## config.mk

```make
export PLATFORM = sky130hd
export DESIGN_NAME = fllcs_top
export DESIGN_NICKNAME = d
export VERILOG_FILES = /design/src/rtl/fllcs_pkg.sv /design/src/rtl/fllcs_modulator.sv /design/src/rtl/fllcs_top.sv
export VERILOG_INCLUDE_DIRS = /design/src /design/src/rtl
export SDC_FILE = /design/constraint.sdc
export NUM_CORES = 1
export LEC_CHECK = 0
export ABC_AREA = 1
export BUFFER_PORTS_ARGS = -buffer_cell sky130_fd_sc_hd__buf_2
export CORE_MARGIN = 2
export CORE_UTILIZATION = 56
export CTS_BUF_LIST = sky130_fd_sc_hd__clkbuf_8 sky130_fd_sc_hd__clkbuf_16
export CTS_CLUSTER_DIAMETER = 30
export CTS_CLUSTER_SIZE = 20
export DETAILED_ROUTE_END_ITERATION = 6
export PLACE_DENSITY_LB_ADDON = 0.25
export SYNTH_ARGS = -nofsm -noshare
export SYNTH_HDL_FRONTEND = slang
export SYNTH_SLANG_ARGS = --single-unit
```

## constraint.sdc

```tcl
create_clock -name pclk -period 3.7 [get_ports pclk]
set_clock_uncertainty 0.1 [all_clocks]
set_input_delay 0.555 -clock pclk [delete_from_list [all_inputs] [get_ports pclk]]
set_output_delay 0.555 -clock pclk [all_outputs]
set_load 0.03 [all_outputs]
```

## src/rtl/fllcs_map.svh

```systemverilog
`ifndef FLLCS_MAP_SVH
`define FLLCS_MAP_SVH

// ****************************************************************
// register byte offsets
// ****************************************************************
`define FLLCS_OFF_CLKSEL 12'h000
`define FLLCS_OFF_OSCCTL 12'h004
`define FLLCS_OFF_FAULT 12'h008
`define FLLCS_OFF_MASK 12'h00C
`define FLLCS_OFF_TARGET 12'h010
`define FLLCS_OFF_DCOWORD 12'h014

// ****************************************************************
// field positions
// ****************************************************************
`define FLLCS_MAIN_LSB 0
`define FLLCS_SUB_LSB 4
`define FLLCS_AUX_LSB 8
`define FLLCS_SEL_W 3
`define FLLCS_TAP_LSB 8
`define FLLCS_SETTLED_BIT 16
`define FLLCS_FLAG_W 3
`define FLLCS_TARGET_W 10

// ****************************************************************
// reset values and timing counts
// ****************************************************************
`define FLLCS_RST_CLKSEL 9'h000
`define FLLCS_RST_OSCCTL 5'h00
`define FLLCS_RST_MASK 3'h0
`define FLLCS_RST_TARGET 10'h01F
`define FLLCS_RST_WORD 8'h80
`define FLLCS_SETTLE_REFS 1024

`endif

```

## src/rtl/fllcs_pkg.sv

```systemverilog
package fllcs_pkg;

    typedef enum logic [1:0] {
        FLLCS_OFF   = 2'b00,
        FLLCS_ARM   = 2'b01,
        FLLCS_TRACK = 2'b10
    } fllcs_state_t;

    typedef struct packed {
        logic [2:0] aux;
        logic [2:0] sub;
        logic [2:0] main;
    } fllcs_sel_t;

    typedef struct packed {
        logic nmi_en;
        logic fll_en;
        logic osc2_bypass;
        logic osc1_hf_mode;
        logic osc1_bypass_bit;
    } fllcs_octl_t;

    typedef struct packed {
        logic settled;
        logic osc2_fault;
        logic osc1_fault;
    } fllcs_flags_t;

endpackage

```

## src/rtl/fllcs_modulator.sv

```systemverilog
module fllcs_modulator
    import fllcs_pkg::*;
#(
    parameter int TAP_W = 3,
    parameter int MOD_W = 5
) (
    input wire logic pclk, // system clock
    input wire logic presetn, // async reset, active low
    input wire logic tick, // one oscillator period elapsed
    input wire logic [TAP_W-1:0] osc_tap_sel, // selected tap
    input wire logic [MOD_W-1:0] mod_fraction, // fraction in 1/32 steps
    output logic [TAP_W-1:0] tap_out // tap driven this period
);

    logic [MOD_W-1:0] acc_r;
    logic [MOD_W-1:0] acc_nxt;
    logic carry;
    logic top_tap;

    // below the top tap, carry out of the accumulator spends mod_fraction periods of 32 on tap+1
    assign {carry, acc_nxt} = {1'b0, acc_r} + {1'b0, mod_fraction};
    assign top_tap = &osc_tap_sel;

    always_ff @(posedge pclk or negedge presetn) begin
        if (!presetn) begin
            acc_r <= '0;
            tap_out <= '0;
        end else if (tick) begin
            acc_r <= acc_nxt;
            tap_out <= (carry && !top_tap) ? osc_tap_sel + 1'b1 : osc_tap_sel;
        end
    end
endmodule

```

## src/rtl/fllcs_top.sv

```systemverilog
`include "fllcs_map.svh"

// Overview of operation
// - with the loop enabled the tap and fraction word follow the target automatically.
// - below the top tap the fraction alternates the oscillator between the chosen tap and the next one up.
// - crossing a tap boundary rolls the fraction over and never bumps tap while lowering it.
// - the word moves one step per reference period so no large transient jump occurs.
// - the loop is settled after 32 x 32 reference periods and software waits that long.
// - writing a clock source select reroutes that clock to the new source.
// - changing a clock source select never sets an oscillator fault flag by itself.
// - a set fault flag with the fault nmi enabled raises the nmi.
// - deepest sleep entry switches the power manager to low current whatever the bypass.
module fllcs_top
    import fllcs_pkg::*;
#(
    parameter int NSRC = 8,
    parameter int TAP_W = 3,
    parameter int MOD_W = 5,
    parameter int CNT_W = 10
) (
    input wire logic pclk, // system clock, 125 MHz
    input wire logic presetn, // async reset, active low
    input wire logic psel, // apb select
    input wire logic penable, // apb access phase
    input wire logic pwrite, // apb direction
    input wire logic [11:0] paddr, // apb byte address
    input wire logic [31:0] pwdata, // apb write data
    output logic [31:0] prdata, // apb read data
    output logic pready, // apb ready
    output logic pslverr, // apb error on unmapped address
    input wire logic [NSRC-1:0] src_clk_pins, // candidate clock sources
    input wire logic loop_reference_clock, // loop reference pin
    input wire logic dco_clk_pin, // oscillator output fed back
    input wire logic osc1_fail_pin, // crystal one fault detector
    input wire logic osc2_fail_pin, // crystal two fault detector
    input wire logic sleep_req, // deepest sleep mode request
    output logic main_clk, // main clock level
    output logic sub_clk, // subsystem clock level
    output logic aux_clk, // auxiliary clock level
    output logic [TAP_W-1:0] dco_tap, // tap driven to oscillator
    output logic osc1_bypass, // crystal one bypass drive
    output logic osc1_hf, // crystal one high frequency mode
    output logic osc2_bypass, // crystal two bypass drive
    output logic low_current_mode, // power manager low current
    output logic osc_fault_nmi, // oscillator fault nmi level
    output logic irq // maskable interrupt level
);

    localparam int W = TAP_W + MOD_W;
    localparam int NPIN = NSRC + 4;

    // ****************************************************************
    // pin synchronisers
    // ****************************************************************
    logic [NPIN-1:0] pin_raw;
    logic [NPIN-1:0] meta_r;
    logic [NPIN-1:0] sync_r;
    assign pin_raw = {osc2_fail_pin, osc1_fail_pin, dco_clk_pin, loop_reference_clock,
        src_clk_pins};

    genvar gi;
    generate
        for (gi = 0; gi < NPIN; gi++) begin : g_sync
            always_ff @(posedge pclk or negedge presetn) begin
                if (!presetn) begin
                    meta_r[gi] <= 1'b0;
                    sync_r[gi] <= 1'b0;
                end else begin
                    meta_r[gi] <= pin_raw[gi];
                    sync_r[gi] <= meta_r[gi];
                end
            end
        end
    endgenerate

    wire [NSRC-1:0] src_s = sync_r[NSRC-1:0];
    wire ref_s = sync_r[NSRC];
    wire dco_s = sync_r[NSRC+1];
    wire f1_s = sync_r[NSRC+2];
    wire f2_s = sync_r[NSRC+3];

    logic ref_d_r;
    logic dco_d_r;
    always_ff @(posedge pclk or negedge presetn) begin
        if (!presetn) begin
            ref_d_r <= 1'b0;
            dco_d_r <= 1'b0;
        end else begin
            ref_d_r <= ref_s;
            dco_d_r <= dco_s;
        end
    end
    wire ref_rise = ref_s & ~ref_d_r;
    wire dco_rise = dco_s & ~dco_d_r;

    // ****************************************************************
    // apb decode
    // ****************************************************************
    fllcs_sel_t clk_select_reg_r;
    fllcs_octl_t osc_control_reg_r;
    fllcs_flags_t osc_fault_reg_r;
    fllcs_flags_t osc_fault_reg_nxt;
    logic [`FLLCS_FLAG_W-1:0] irq_mask_r;
    logic [`FLLCS_TARGET_W-1:0] target_r;
    logic [W-1:0] word_r;
    logic [W-1:0] word_nxt;
    logic settled_r;

    wire setup = psel & ~penable;
    wire acc_wr = psel & penable & pwrite;
    wire hit_sel = paddr == `FLLCS_OFF_CLKSEL;
    wire hit_ctl = paddr == `FLLCS_OFF_OSCCTL;
    wire hit_flt = paddr == `FLLCS_OFF_FAULT;
    wire hit_msk = paddr == `FLLCS_OFF_MASK;
    wire hit_tgt = paddr == `FLLCS_OFF_TARGET;
    wire hit_wrd = paddr == `FLLCS_OFF_DCOWORD;
    wire hit_any = hit_sel | hit_ctl | hit_flt | hit_msk | hit_tgt | hit_wrd;
    wire wr_sel = acc_wr & hit_sel;
    wire wr_ctl = acc_wr & hit_ctl;
    wire wr_flt = acc_wr & hit_flt;
    wire wr_msk = acc_wr & hit_msk;
    wire wr_tgt = acc_wr & hit_tgt;
    // the word is software owned only while the loop is off
    wire wr_wrd = acc_wr & hit_wrd & ~osc_control_reg_r.fll_en;

    wire [31:0] rd_sel = {21'h0, clk_select_reg_r.aux, 1'b0, clk_select_reg_r.sub, 1'b0,
        clk_select_reg_r.main};
    wire [31:0] rd_ctl = {22'h0, osc_control_reg_r.nmi_en, osc_control_reg_r.fll_en,
        5'h0, osc_control_reg_r.osc2_bypass, osc_control_reg_r.osc1_hf_mode,
        osc_control_reg_r.osc1_bypass_bit};
    wire [31:0] rd_wrd = {15'h0, settled_r, 8'h0, word_r};
    wire [31:0] rd_mux = hit_sel ? rd_sel :
        hit_ctl ? rd_ctl :
        hit_flt ? {29'h0, osc_fault_reg_r} :
        hit_msk ? {29'h0, irq_mask_r} :
        hit_tgt ? {22'h0, target_r} :
        hit_wrd ? rd_wrd : 32'h0000_0000;

    assign pready = 1'b1;
    assign pslverr = psel & penable & ~hit_any;

    // read data is latched in the setup cycle so it comes from a flop at access
    always_ff @(posedge pclk or negedge presetn) begin
        if (!presetn) begin
            prdata <= 32'h0000_0000;
        end else if (setup) begin
            prdata <= rd_mux;
        end
    end

    // ****************************************************************
    // control registers
    // ****************************************************************
    always_ff @(posedge pclk or negedge presetn) begin
        if (!presetn) begin
            clk_select_reg_r <= `FLLCS_RST_CLKSEL;
            osc_control_reg_r <= `FLLCS_RST_OSCCTL;
            irq_mask_r <= `FLLCS_RST_MASK;
            target_r <= `FLLCS_RST_TARGET;
        end else begin
            if (wr_sel) begin
                clk_select_reg_r.main <= pwdata[`FLLCS_MAIN_LSB +: `FLLCS_SEL_W];
                clk_select_reg_r.sub <= pwdata[`FLLCS_SUB_LSB +: `FLLCS_SEL_W];
                clk_select_reg_r.aux <= pwdata[`FLLCS_AUX_LSB +: `FLLCS_SEL_W];
            end
            if (wr_ctl) begin
                osc_control_reg_r <= {pwdata[9:8], pwdata[2:0]};
            end
            if (wr_msk) begin
                irq_mask_r <= pwdata[`FLLCS_FLAG_W-1:0];
            end
            if (wr_tgt) begin
                target_r <= pwdata[`FLLCS_TARGET_W-1:0];
            end
        end
    end

    // ****************************************************************
    // clock routing and power
    // ****************************************************************
    wire main_pick = src_s[clk_select_reg_r.main];
    wire sub_pick = src_s[clk_select_reg_r.sub];
    wire aux_pick = src_s[clk_select_reg_r.aux];

    always_ff @(posedge pclk or negedge presetn) begin
        if (!presetn) begin
            main_clk <= 1'b0;
            sub_clk <= 1'b0;
            aux_clk <= 1'b0;
            low_current_mode <= 1'b0;
        end else begin
            main_clk <= main_pick;
            sub_clk <= sub_pick;
            aux_clk <= aux_pick;
            // bypass state deliberately takes no part in the low current decision
            low_current_mode <= sleep_req;
        end
    end

    assign osc1_bypass = osc_control_reg_r.osc1_bypass_bit;
    assign osc1_hf = osc_control_reg_r.osc1_hf_mode;
    assign osc2_bypass = osc_control_reg_r.osc2_bypass;

    // ****************************************************************
    // frequency locked loop
    // ****************************************************************
    fllcs_state_t state_r;
    fllcs_state_t state_nxt;
    logic [CNT_W-1:0] cnt_r;
    logic [10:0] settle_cnt_r;

    wire fll_en = osc_control_reg_r.fll_en;
    wire track = state_r == FLLCS_TRACK;
    wire [CNT_W-1:0] tgt = CNT_W'(target_r);
    wire step_up = track & ref_rise & (cnt_r < tgt) & (word_r != {W{1'b1}});
    wire step_dn = track & ref_rise & (cnt_r > tgt) & (word_r != '0);
    wire settle_hit = track & ref_rise & (settle_cnt_r == 11'(`FLLCS_SETTLE_REFS - 1));

    always_comb begin
        state_nxt = state_r;
        case (state_r)
            FLLCS_OFF: if (fll_en) state_nxt = FLLCS_ARM;
            // first reference edge only opens a full counting window
            FLLCS_ARM: if (!fll_en) state_nxt = FLLCS_OFF;
                else if (ref_rise) state_nxt = FLLCS_TRACK;
            FLLCS_TRACK: if (!fll_en) state_nxt = FLLCS_OFF;
            default: state_nxt = FLLCS_OFF;
        endcase
    end

    // one lsb of {tap, fraction} per reference period: fraction carries into tap
    always_comb begin
        word_nxt = word_r;
        if (wr_wrd) begin
            word_nxt = pwdata[W-1:0];
        end else if (step_up) begin
            word_nxt = word_r + 1'b1;
        end else if (step_dn) begin
            word_nxt = word_r - 1'b1;
        end
    end

    always_ff @(posedge pclk or negedge presetn) begin
        if (!presetn) begin
            state_r <= FLLCS_OFF;
            word_r <= `FLLCS_RST_WORD;
            cnt_r <= '0;
        end else begin
            state_r <= state_nxt;
            word_r <= word_nxt;
            if (ref_rise || !fll_en) begin
                cnt_r <= '0;
            end else if (dco_rise && !(&cnt_r)) begin
                cnt_r <= cnt_r + 1'b1;
            end
        end
    end

    always_ff @(posedge pclk or negedge presetn) begin
        if (!presetn) begin
            settle_cnt_r <= '0;
            settled_r <= 1'b0;
        end else if (!fll_en) begin
            settle_cnt_r <= '0;
            settled_r <= 1'b0;
        end else if (track && ref_rise && !settled_r) begin
            settle_cnt_r <= settle_cnt_r + 1'b1;
            settled_r <= settle_hit;
        end
    end

    fllcs_modulator #(
        .TAP_W(TAP_W),
        .MOD_W(MOD_W)
    ) u_mod (
        .pclk(pclk),
        .presetn(presetn),
        .tick(dco_rise),
        .osc_tap_sel(word_r[W-1:MOD_W]),
        .mod_fraction(word_r[MOD_W-1:0]),
        .tap_out(dco_tap)
    );

    // ****************************************************************
    // fault flags and interrupts
    // ****************************************************************
    // only the detector pins set faults; select writes feed nothing here
    wire [`FLLCS_FLAG_W-1:0] flag_set = {settle_hit, f2_s, f1_s};
    wire [`FLLCS_FLAG_W-1:0] flag_clr = wr_flt ? pwdata[`FLLCS_FLAG_W-1:0] : '0;
    assign osc_fault_reg_nxt = (osc_fault_reg_r & ~flag_clr) | flag_set;

    always_ff @(posedge pclk or negedge presetn) begin
        if (!presetn) begin
            osc_fault_reg_r <= '0;
        end else begin
            osc_fault_reg_r <= osc_fault_reg_nxt;
        end
    end

    wire osc_fault_irq_flag = osc_fault_reg_r.osc1_fault | osc_fault_reg_r.osc2_fault;
    assign osc_fault_nmi = osc_fault_irq_flag & osc_control_reg_r.nmi_en;
    assign irq = |(osc_fault_reg_r & irq_mask_r);
endmodule
```

==> results of run 1 <==
[final timing paths]
kind	to	slack, ns
setup / recovery	word_r[7]	0.52
hold / removal	dco_d_r	0.14
setup reg to reg	word_r[7]	0.52
hold reg to reg	ref_s	0.25
max in group asynchronous	target_r[2]	2.57
min in group pclk	low_current_mode	0.14
[registers in the layout, summed over array words and instances (netlist names), 2 cells and up]
register,flops
meta_r,12
prdata,12
settle_cnt_r,11
cnt_r,10
target_r,10
clk_select_reg_r,9
src_s,8
word_r,8
u_mod.acc_r,5
irq_mask_r,3
osc_fault_reg_r,3
u_mod.tap_out,3
state_r,2
[where the power goes]
part | switching, W | internal [W]
combinational | 0.000115 | 0.0000352
sequential | 0.00000945 | 0.00125
clock | 0.000499 | 0.000283
[cells in the final DEF, fill, tap and decap left out, types with 2 or more instances in the layout]
cell	count
nand3_1	34
nor3_2	2
nand2_1	147
dfstp_2	6
o211ai_1	4
clkinv_8	3
o21ai_0	61
nor3b_1	2
a21oi_1	35
nand3_2	3
inv_1	100
nand2_2	3
o21ai_2	7
xnor2_1	2
nand4_1	19
dfrtp_1	106
o22ai_1	5
o21ai_1	29
nor2_2	5
fa_1	2
ha_1	26
xor2_1	4
conb_1	21
a31oi_1	6
nor2_4	4
nor3_1	9
clkinv_1	2
inv_8	2
clkbuf_8	9
inv_2	8
buf_2	64
o21bai_1	3
nand3_4	2
nor2_1	41
o2111ai_1	3
nand2_4	2
[cells by family (layout without fill, tap and decap cells)]
| kind of cell | Yosys count | count (layout) | share of synthesized area |
|---|---|---|---|
| buffers and inverters | 145 | 193 | 0.109 |
| DFF | 112 | 112 | 0.461 |
| adders and majority gates | 28 | 28 | 0.0600 |
| muxes | 1 | 1 | 0.00185 |
| AOI/OAI and AO/OA | 159 | 159 | 0.145 |
| other | 2 | 21 | 0.00123 |
| and+or+nand+nor | 277 | 277 | 0.213 |
| xor gates and xnor gates | 6 | 6 | 0.00863 |
[metrics by stage]
stage	worst slack [ns]	instance area (um2)	util	hold WS [ns]	instances
after global routing	0.263	6660	0.620	0.114	937
after floorplan	0.957	6160	-	0.159	749
after global placement	0.660	6440	0.599	0.231	921
after CTS	0.548	6660	0.620	0.124	937
after detailed placement	0.579	6440	0.599	0.235	921
final	0.516	6660	0.620	0.143	937
[worst reg2reg max path, delay by kind of cell (launching register included)]
family                     cells  cell delay (ns)
buffers and inverters          2             0.15
and+or+nand+nor               10             1.00
DFF                            1             0.55
adders and majority gates      2             0.73
AOI/OAI and AO/OA              3             0.59
[area by class of cell]
cell class / count / area, um2
fill: 915 / 4090
clock inverter: 7 / 96.3
timing repair buffer: 66 / 348
inverter: 111 / 419
clock buffer: 9 / 124
multi-input combinational: 492 / 2690
sequential: 112 / 2810
tap: 140 / 175
[metal layers]
metal / routed length [um] / share of wire / vias up / GRT usage
met5: 0 / 0 / - / 0
met4: 143 / 0.011 / 0 / 0.0614
met3: 653 / 0.048 / 13 / 0.0549
met2: 6680 / 0.49 / 106 / 0.413
met1: 6040 / 0.45 / 2431 / 0.332
li1: - / - / 2489 / -
==> flow_metrics.py, run 1 <==
metrics = {
    "outcome": {
        "status": "completed",
    },
    "yosys": {
        "netlist_instances": 730,
        "synth_area_um2": 6090,
        "ys.flop_type": "dfrtp_1",
        "synth-seq-cells": 112,
        "async_flop_share": 1.00,
        "syn_avg_cell_area_um2": 8.34,
        "yosys.cell_types.count": 49,
        "synth_top_area_frac": 0.436,
        "yosysTopAreaCell": "dfrtp_1",
        "synthTopCellsByArea": "dfrtp_1 44%, nand2_1 9.1%, inv_1 6.2%, ha_1 5.3%, o21ai_0 5.0%",
        "synth-edff-count": 0,
        "seq_area_frac_synth": 0.461,
        "yosys_warnings": 0,
        "yosysMostFrequentCell": "nand2_1",
        "synthTopCellsByCount": "147 x nand2_1, 106 x dfrtp_1, 100 x inv_1",
    },
    "timing": {
        "setup_viol": 0,
        "drv_slew": 0,
        "fin_crit_ns": 3.18,
        "max_freq_ghz": 0.314,
        "slew_headroom": 0.427,
        "rsz0062_at_grt": "no",
        "worst_slew_pin_slew_ns": 0.860,
        "period_share": 0.861,
        "fin_setup_tns_ns": 0,
        "hold_viol": 0,
    },
    "clock_network": {
        "postCtsSetupBuffers": 0,
        "post_cts_resized": 0,
        "clock-sinks": 112,
        "htree_num_levels": 3,
        "cts_tree": "yes",
        "cts_hold_buf": 0,
        "cts_root_buf": "clkbuf_8",
        "path_clk_slew_ns": 0.12,
        "numCtsBuffers": 9,
        "cts_max_path_buffers": 2,
        "clk_latency_ns": 0.40,
    },
    "global_routing": {
        "antenna_found_initial": 0,
        "grt_max_degree": 68,
        "grt_pass1_vias": 4710,
        "overflow": 0,
        "grt_use_total": 0.248,
        "grt_pass1_wl_um": 22400,
    },
    "drt": {
        "dr.pass1.iters": 4,
        "drc": 0,
        "wl_per_cell_um": 14.4,
        "drt-total-wl_um": 13500,
        "drt_iter0_markers": 308,
        "ant_nets": 0,
        "num_vias": 5039,
        "viasPerCell": 5.38,
    },
    "critical_path": {
        "cp_cell_sequence": "inv_1 > ha_1 > nand2_1 > nor2_1 > nand2_1 > nor2_1 > nor2_1 > nand3_2 > ha_1 > a21oi_1 > o21ai_0 > a31oi_1 > inv_1 > nand2_1 > nand3_1 > nand2_1 > nand2_1",
        "path_max_fanout": 11,
        "end_kind": "register",
        "cp-startpoint": "target_r[4]",
        "crit_cells": 17,
        "critPathBufInv": 2,
        "worst_path_dominant_cell_family": "simple AND/OR/NAND/NOR gates",
        "start_kind": "register",
        "worstPathRequired_ns": 3.94,
        "crit_path_max_incr_delay_ns": 0.55,
        "r2r_start": "target_r[4]",
        "worst-setup-path-type": "register to register",
        "arrival_ns": 3.42,
        "crit_top_cell": "nand2_1",
        "slowest_stage": "dfstp_2",
        "rr_worst_depth": 17,
    },
    "power": {
        "p_total_w": 0.00219,
        "leakagePower_nw": 3.27,
        "ir_drop_v": 0.000431,
        "power.density_nw_per_um2": 328,
    },
    "finish": {
        "layout.nets": 882,
        "area_growth_pct": 9.37,
        "layout-drive-gt1-share": 0.159,
        "n_antenna_cell": 0,
    },
    "placement": {
        "port_buffers": 65,
        "place_congestion": 0.943,
        "hpwl_um": 10200,
    },
    "floorplan": {
        "core-area_um2": 10700,
        "die_width_um": 108,
        "die_h_um": 108,
        "rows": 38,
        "die-area_um2": 11700,
        "initial_core_util": 0.567,
        "ios": 108,
    },
    "job": {
        "drv_cap": 0,
    },
    "min_path": {
        "holdCritPathClass": "input pin to asynchronous set/reset pin",
    },
}
No activity file was read; power rests on OpenSTA's default activity.
==> run 2, diff against run 1 <==
==> constraint.sdc (replaced) <==
create_clock -name pclk -period 3.7 [get_ports pclk]
set_clock_uncertainty 0.1 [all_clocks]
set_input_delay 0.185 -clock pclk [delete_from_list [all_inputs] [get_ports pclk]]
set_output_delay 0.185 -clock pclk [all_outputs]
set_load 0.03 [all_outputs]
==> flow_metrics.py, run 2 (synthesis gave the netlist of run 1 again) <==
metrics = {
    "finish": {
        "area_growth_pct": 13.1,
        "multi_input_area_um2": 2690,
        "mostFrequentLayoutCells": "147 x nand2_1, 106 x dfrtp_1, 100 x inv_1",
        "layout-drive-gt1-share": 0.157,
        "layout.nets": 906,
        "fillers": 895,
        "fin_util": 0.641,
        "n_antenna_cell": 0,
        "regArea_um2": 2810,
        "biggestRegsByFlops": "meta_r x12, prdata x12, settle_cnt_r x11",
        "final_common_cell": "nand2_1",
    },
    "timing": {
        "setup_ws_ns": 0.518,
        "fin_setup_tns_ns": 0,
        "rsz0062_at_grt": "no",
        "max_freq_ghz": 0.314,
        "period_share": 0.860,
        "drv_slew": 0,
        "setup_viol": 0,
        "hold_viol": 0,
        "slew_headroom": 0.504,
        "worst_slew_pin_slew_ns": 0.745,
        "fin_crit_ns": 3.18,
    },
    "placement": {
        "place_congestion": 0.966,
        "port_buffers": 65,
        "hpwl_um": 10400,
        "pre_cts_slack_ns": 0.588,
    },
    "critical_path": {
        "rr_worst_depth": 16,
        "r2r_setup_slack_ns": 0.52,
        "end_kind": "register",
        "worst-setup-path-type": "register to register",
        "r2r_start": "target_r[4]",
        "path_max_fanout": 11,
        "reg2reg_to": "word_r[7]",
        "worstPathRequired_ns": 3.96,
        "arrival_ns": 3.44,
        "start_kind": "register",
    },
    "clock_network": {
        "cts_root_buf": "clkbuf_8",
        "path_clk_slew_ns": 0.13,
        "numCtsBuffers": 9,
        "postCtsSetupBuffers": 0,
        "cts_max_path_buffers": 2,
        "cts_hold_buf": 22,
        "clk_latency_ns": 0.41,
        "htree_num_levels": 3,
        "clock-sinks": 112,
        "cts_tree": "yes",
        "post_cts_resized": 0,
    },
    "global_routing": {
        "use_met3": 0.0530,
        "grt_use_total": 0.253,
        "globalRouteMet1Util": 0.327,
        "grt_pass1_wl_um": 22900,
        "grtUsageMet2": 0.425,
        "overflow": 0,
        "antenna_found_initial": 0,
        "grt_max_degree": 60,
        "busiest_layer": "met2",
        "grt_pass1_vias": 4853,
    },
    "drt": {
        "ant_nets": 0,
        "dr.pass1.iters": 5,
        "wl_per_cell_um": 14.5,
        "drc": 0,
        "drt_iter0_markers": 319,
        "num_vias": 5147,
        "drt-total-wl_um": 14000,
        "viasPerCell": 5.36,
    },
    "power": {
        "p_total_w": 0.00223,
        "power_frac_seq": 0.564,
        "sw_frac_of_total": 0.288,
        "power_frac_clock": 0.360,
        "power.density_nw_per_um2": 323,
        "internal-power_w": 0.00158,
        "p_switching_w": 0.000641,
        "leakagePower_nw": 3.37,
        "ir_drop_v": 0.000354,
        "p_comb_frac": 0.076,
    },
    "floorplan": {
        "ios": 108,
        "die_width_um": 108,
        "die_h_um": 108,
        "die-area_um2": 11700,
        "initial_core_util": 0.567,
        "core-area_um2": 10700,
        "rows": 38,
    },
    "min_path": {
        "whs_endpoint": "clk_select_reg_r[0]",
        "hp-start": "pwdata[0]",
        "holdCritPathClass": "input pin to register",
        "min_path_cells": 3,
    },
    "job": {
        "drv_cap": 0,
    },
    "outcome": {
        "status": "completed",
    },
}
[run 2: cell count changes in the layout (fill, tap and decap cells not counted), sizes merged]
cell	previous run	this run
dlygate4sd3	0	22
buf	66	68
[run 2: how the worst max path moves through the flow]
stage | from | to | slack (ns)
2_1_floorplan | target_r[4] | word_r[5] | 0.96
3_3_place_gp | target_r[4] | word_r[7] | 0.64
3_5_place_dp | target_r[4] | word_r[7] | 0.59
4_1_cts | target_r[4] | word_r[7] | 0.56
5_1_grt | target_r[4] | word_r[7] | 0.29
6_report | target_r[4] | word_r[7] | 0.52
[run 2: cell type report]
type                       instances  share of cell area
timing repair buffer              90              0.0828
tap                              140              0.0254
multi-input combinational        492               0.390
inverter                         111              0.0608
clock buffer                       9              0.0180
clock inverter                     7              0.0151
sequential                       112               0.408
[run 2: power by group through the flow]
stage / registers [W] / logic (W) / clock network (W)
finish: 0.00125 / 0.000168 / 0.000802
global route: 0.00126 / 0.000186 / 0.000876
CTS: 0.00125 / 0.000169 / 0.000824
detailed placement: 0.00128 / 0.000151 / 0
global placement: 0.00128 / 0.000147 / 0
floorplan: 0.00129 / 0.0000870 / 0
[run 2: per-stage QoR]
step / cell area [um2] / hold WS, ns / instances
after CTS: 6890 / 0.0599 / 961
after floorplan: 6160 / -0.211 / 749
after global routing: 6890 / 0.0768 / 961
after global placement: 6440 / 0.190 / 923
after detailed placement: 6440 / 0.194 / 923
final: 6890 / 0.0700 / 961
[run 2: layer usage]
metal  up-vias  routed length (um)
met4         0                 286
met2       168                6800
met5         -                   0
met3        28                 670
met1      2420                6210
li1       2531                   -
[run 2: critical path, stage by stage, from the launching register on]
cell	delay, ns
dfstp_2	0.54
inv_1	0.06
ha_1	0.29
nand2_1	0.08
nor2_1	0.06
nand2_1	0.06
nor2_1	0.04
nor2_1	0.18
nand3_2	0.31
ha_1	0.45
a21oi_1	0.20
o21ai_0	0.10
a31oi_1	0.31
nand3_1	0.14
nand3_1	0.10
nand2_1	0.05
nand2_1	0.06
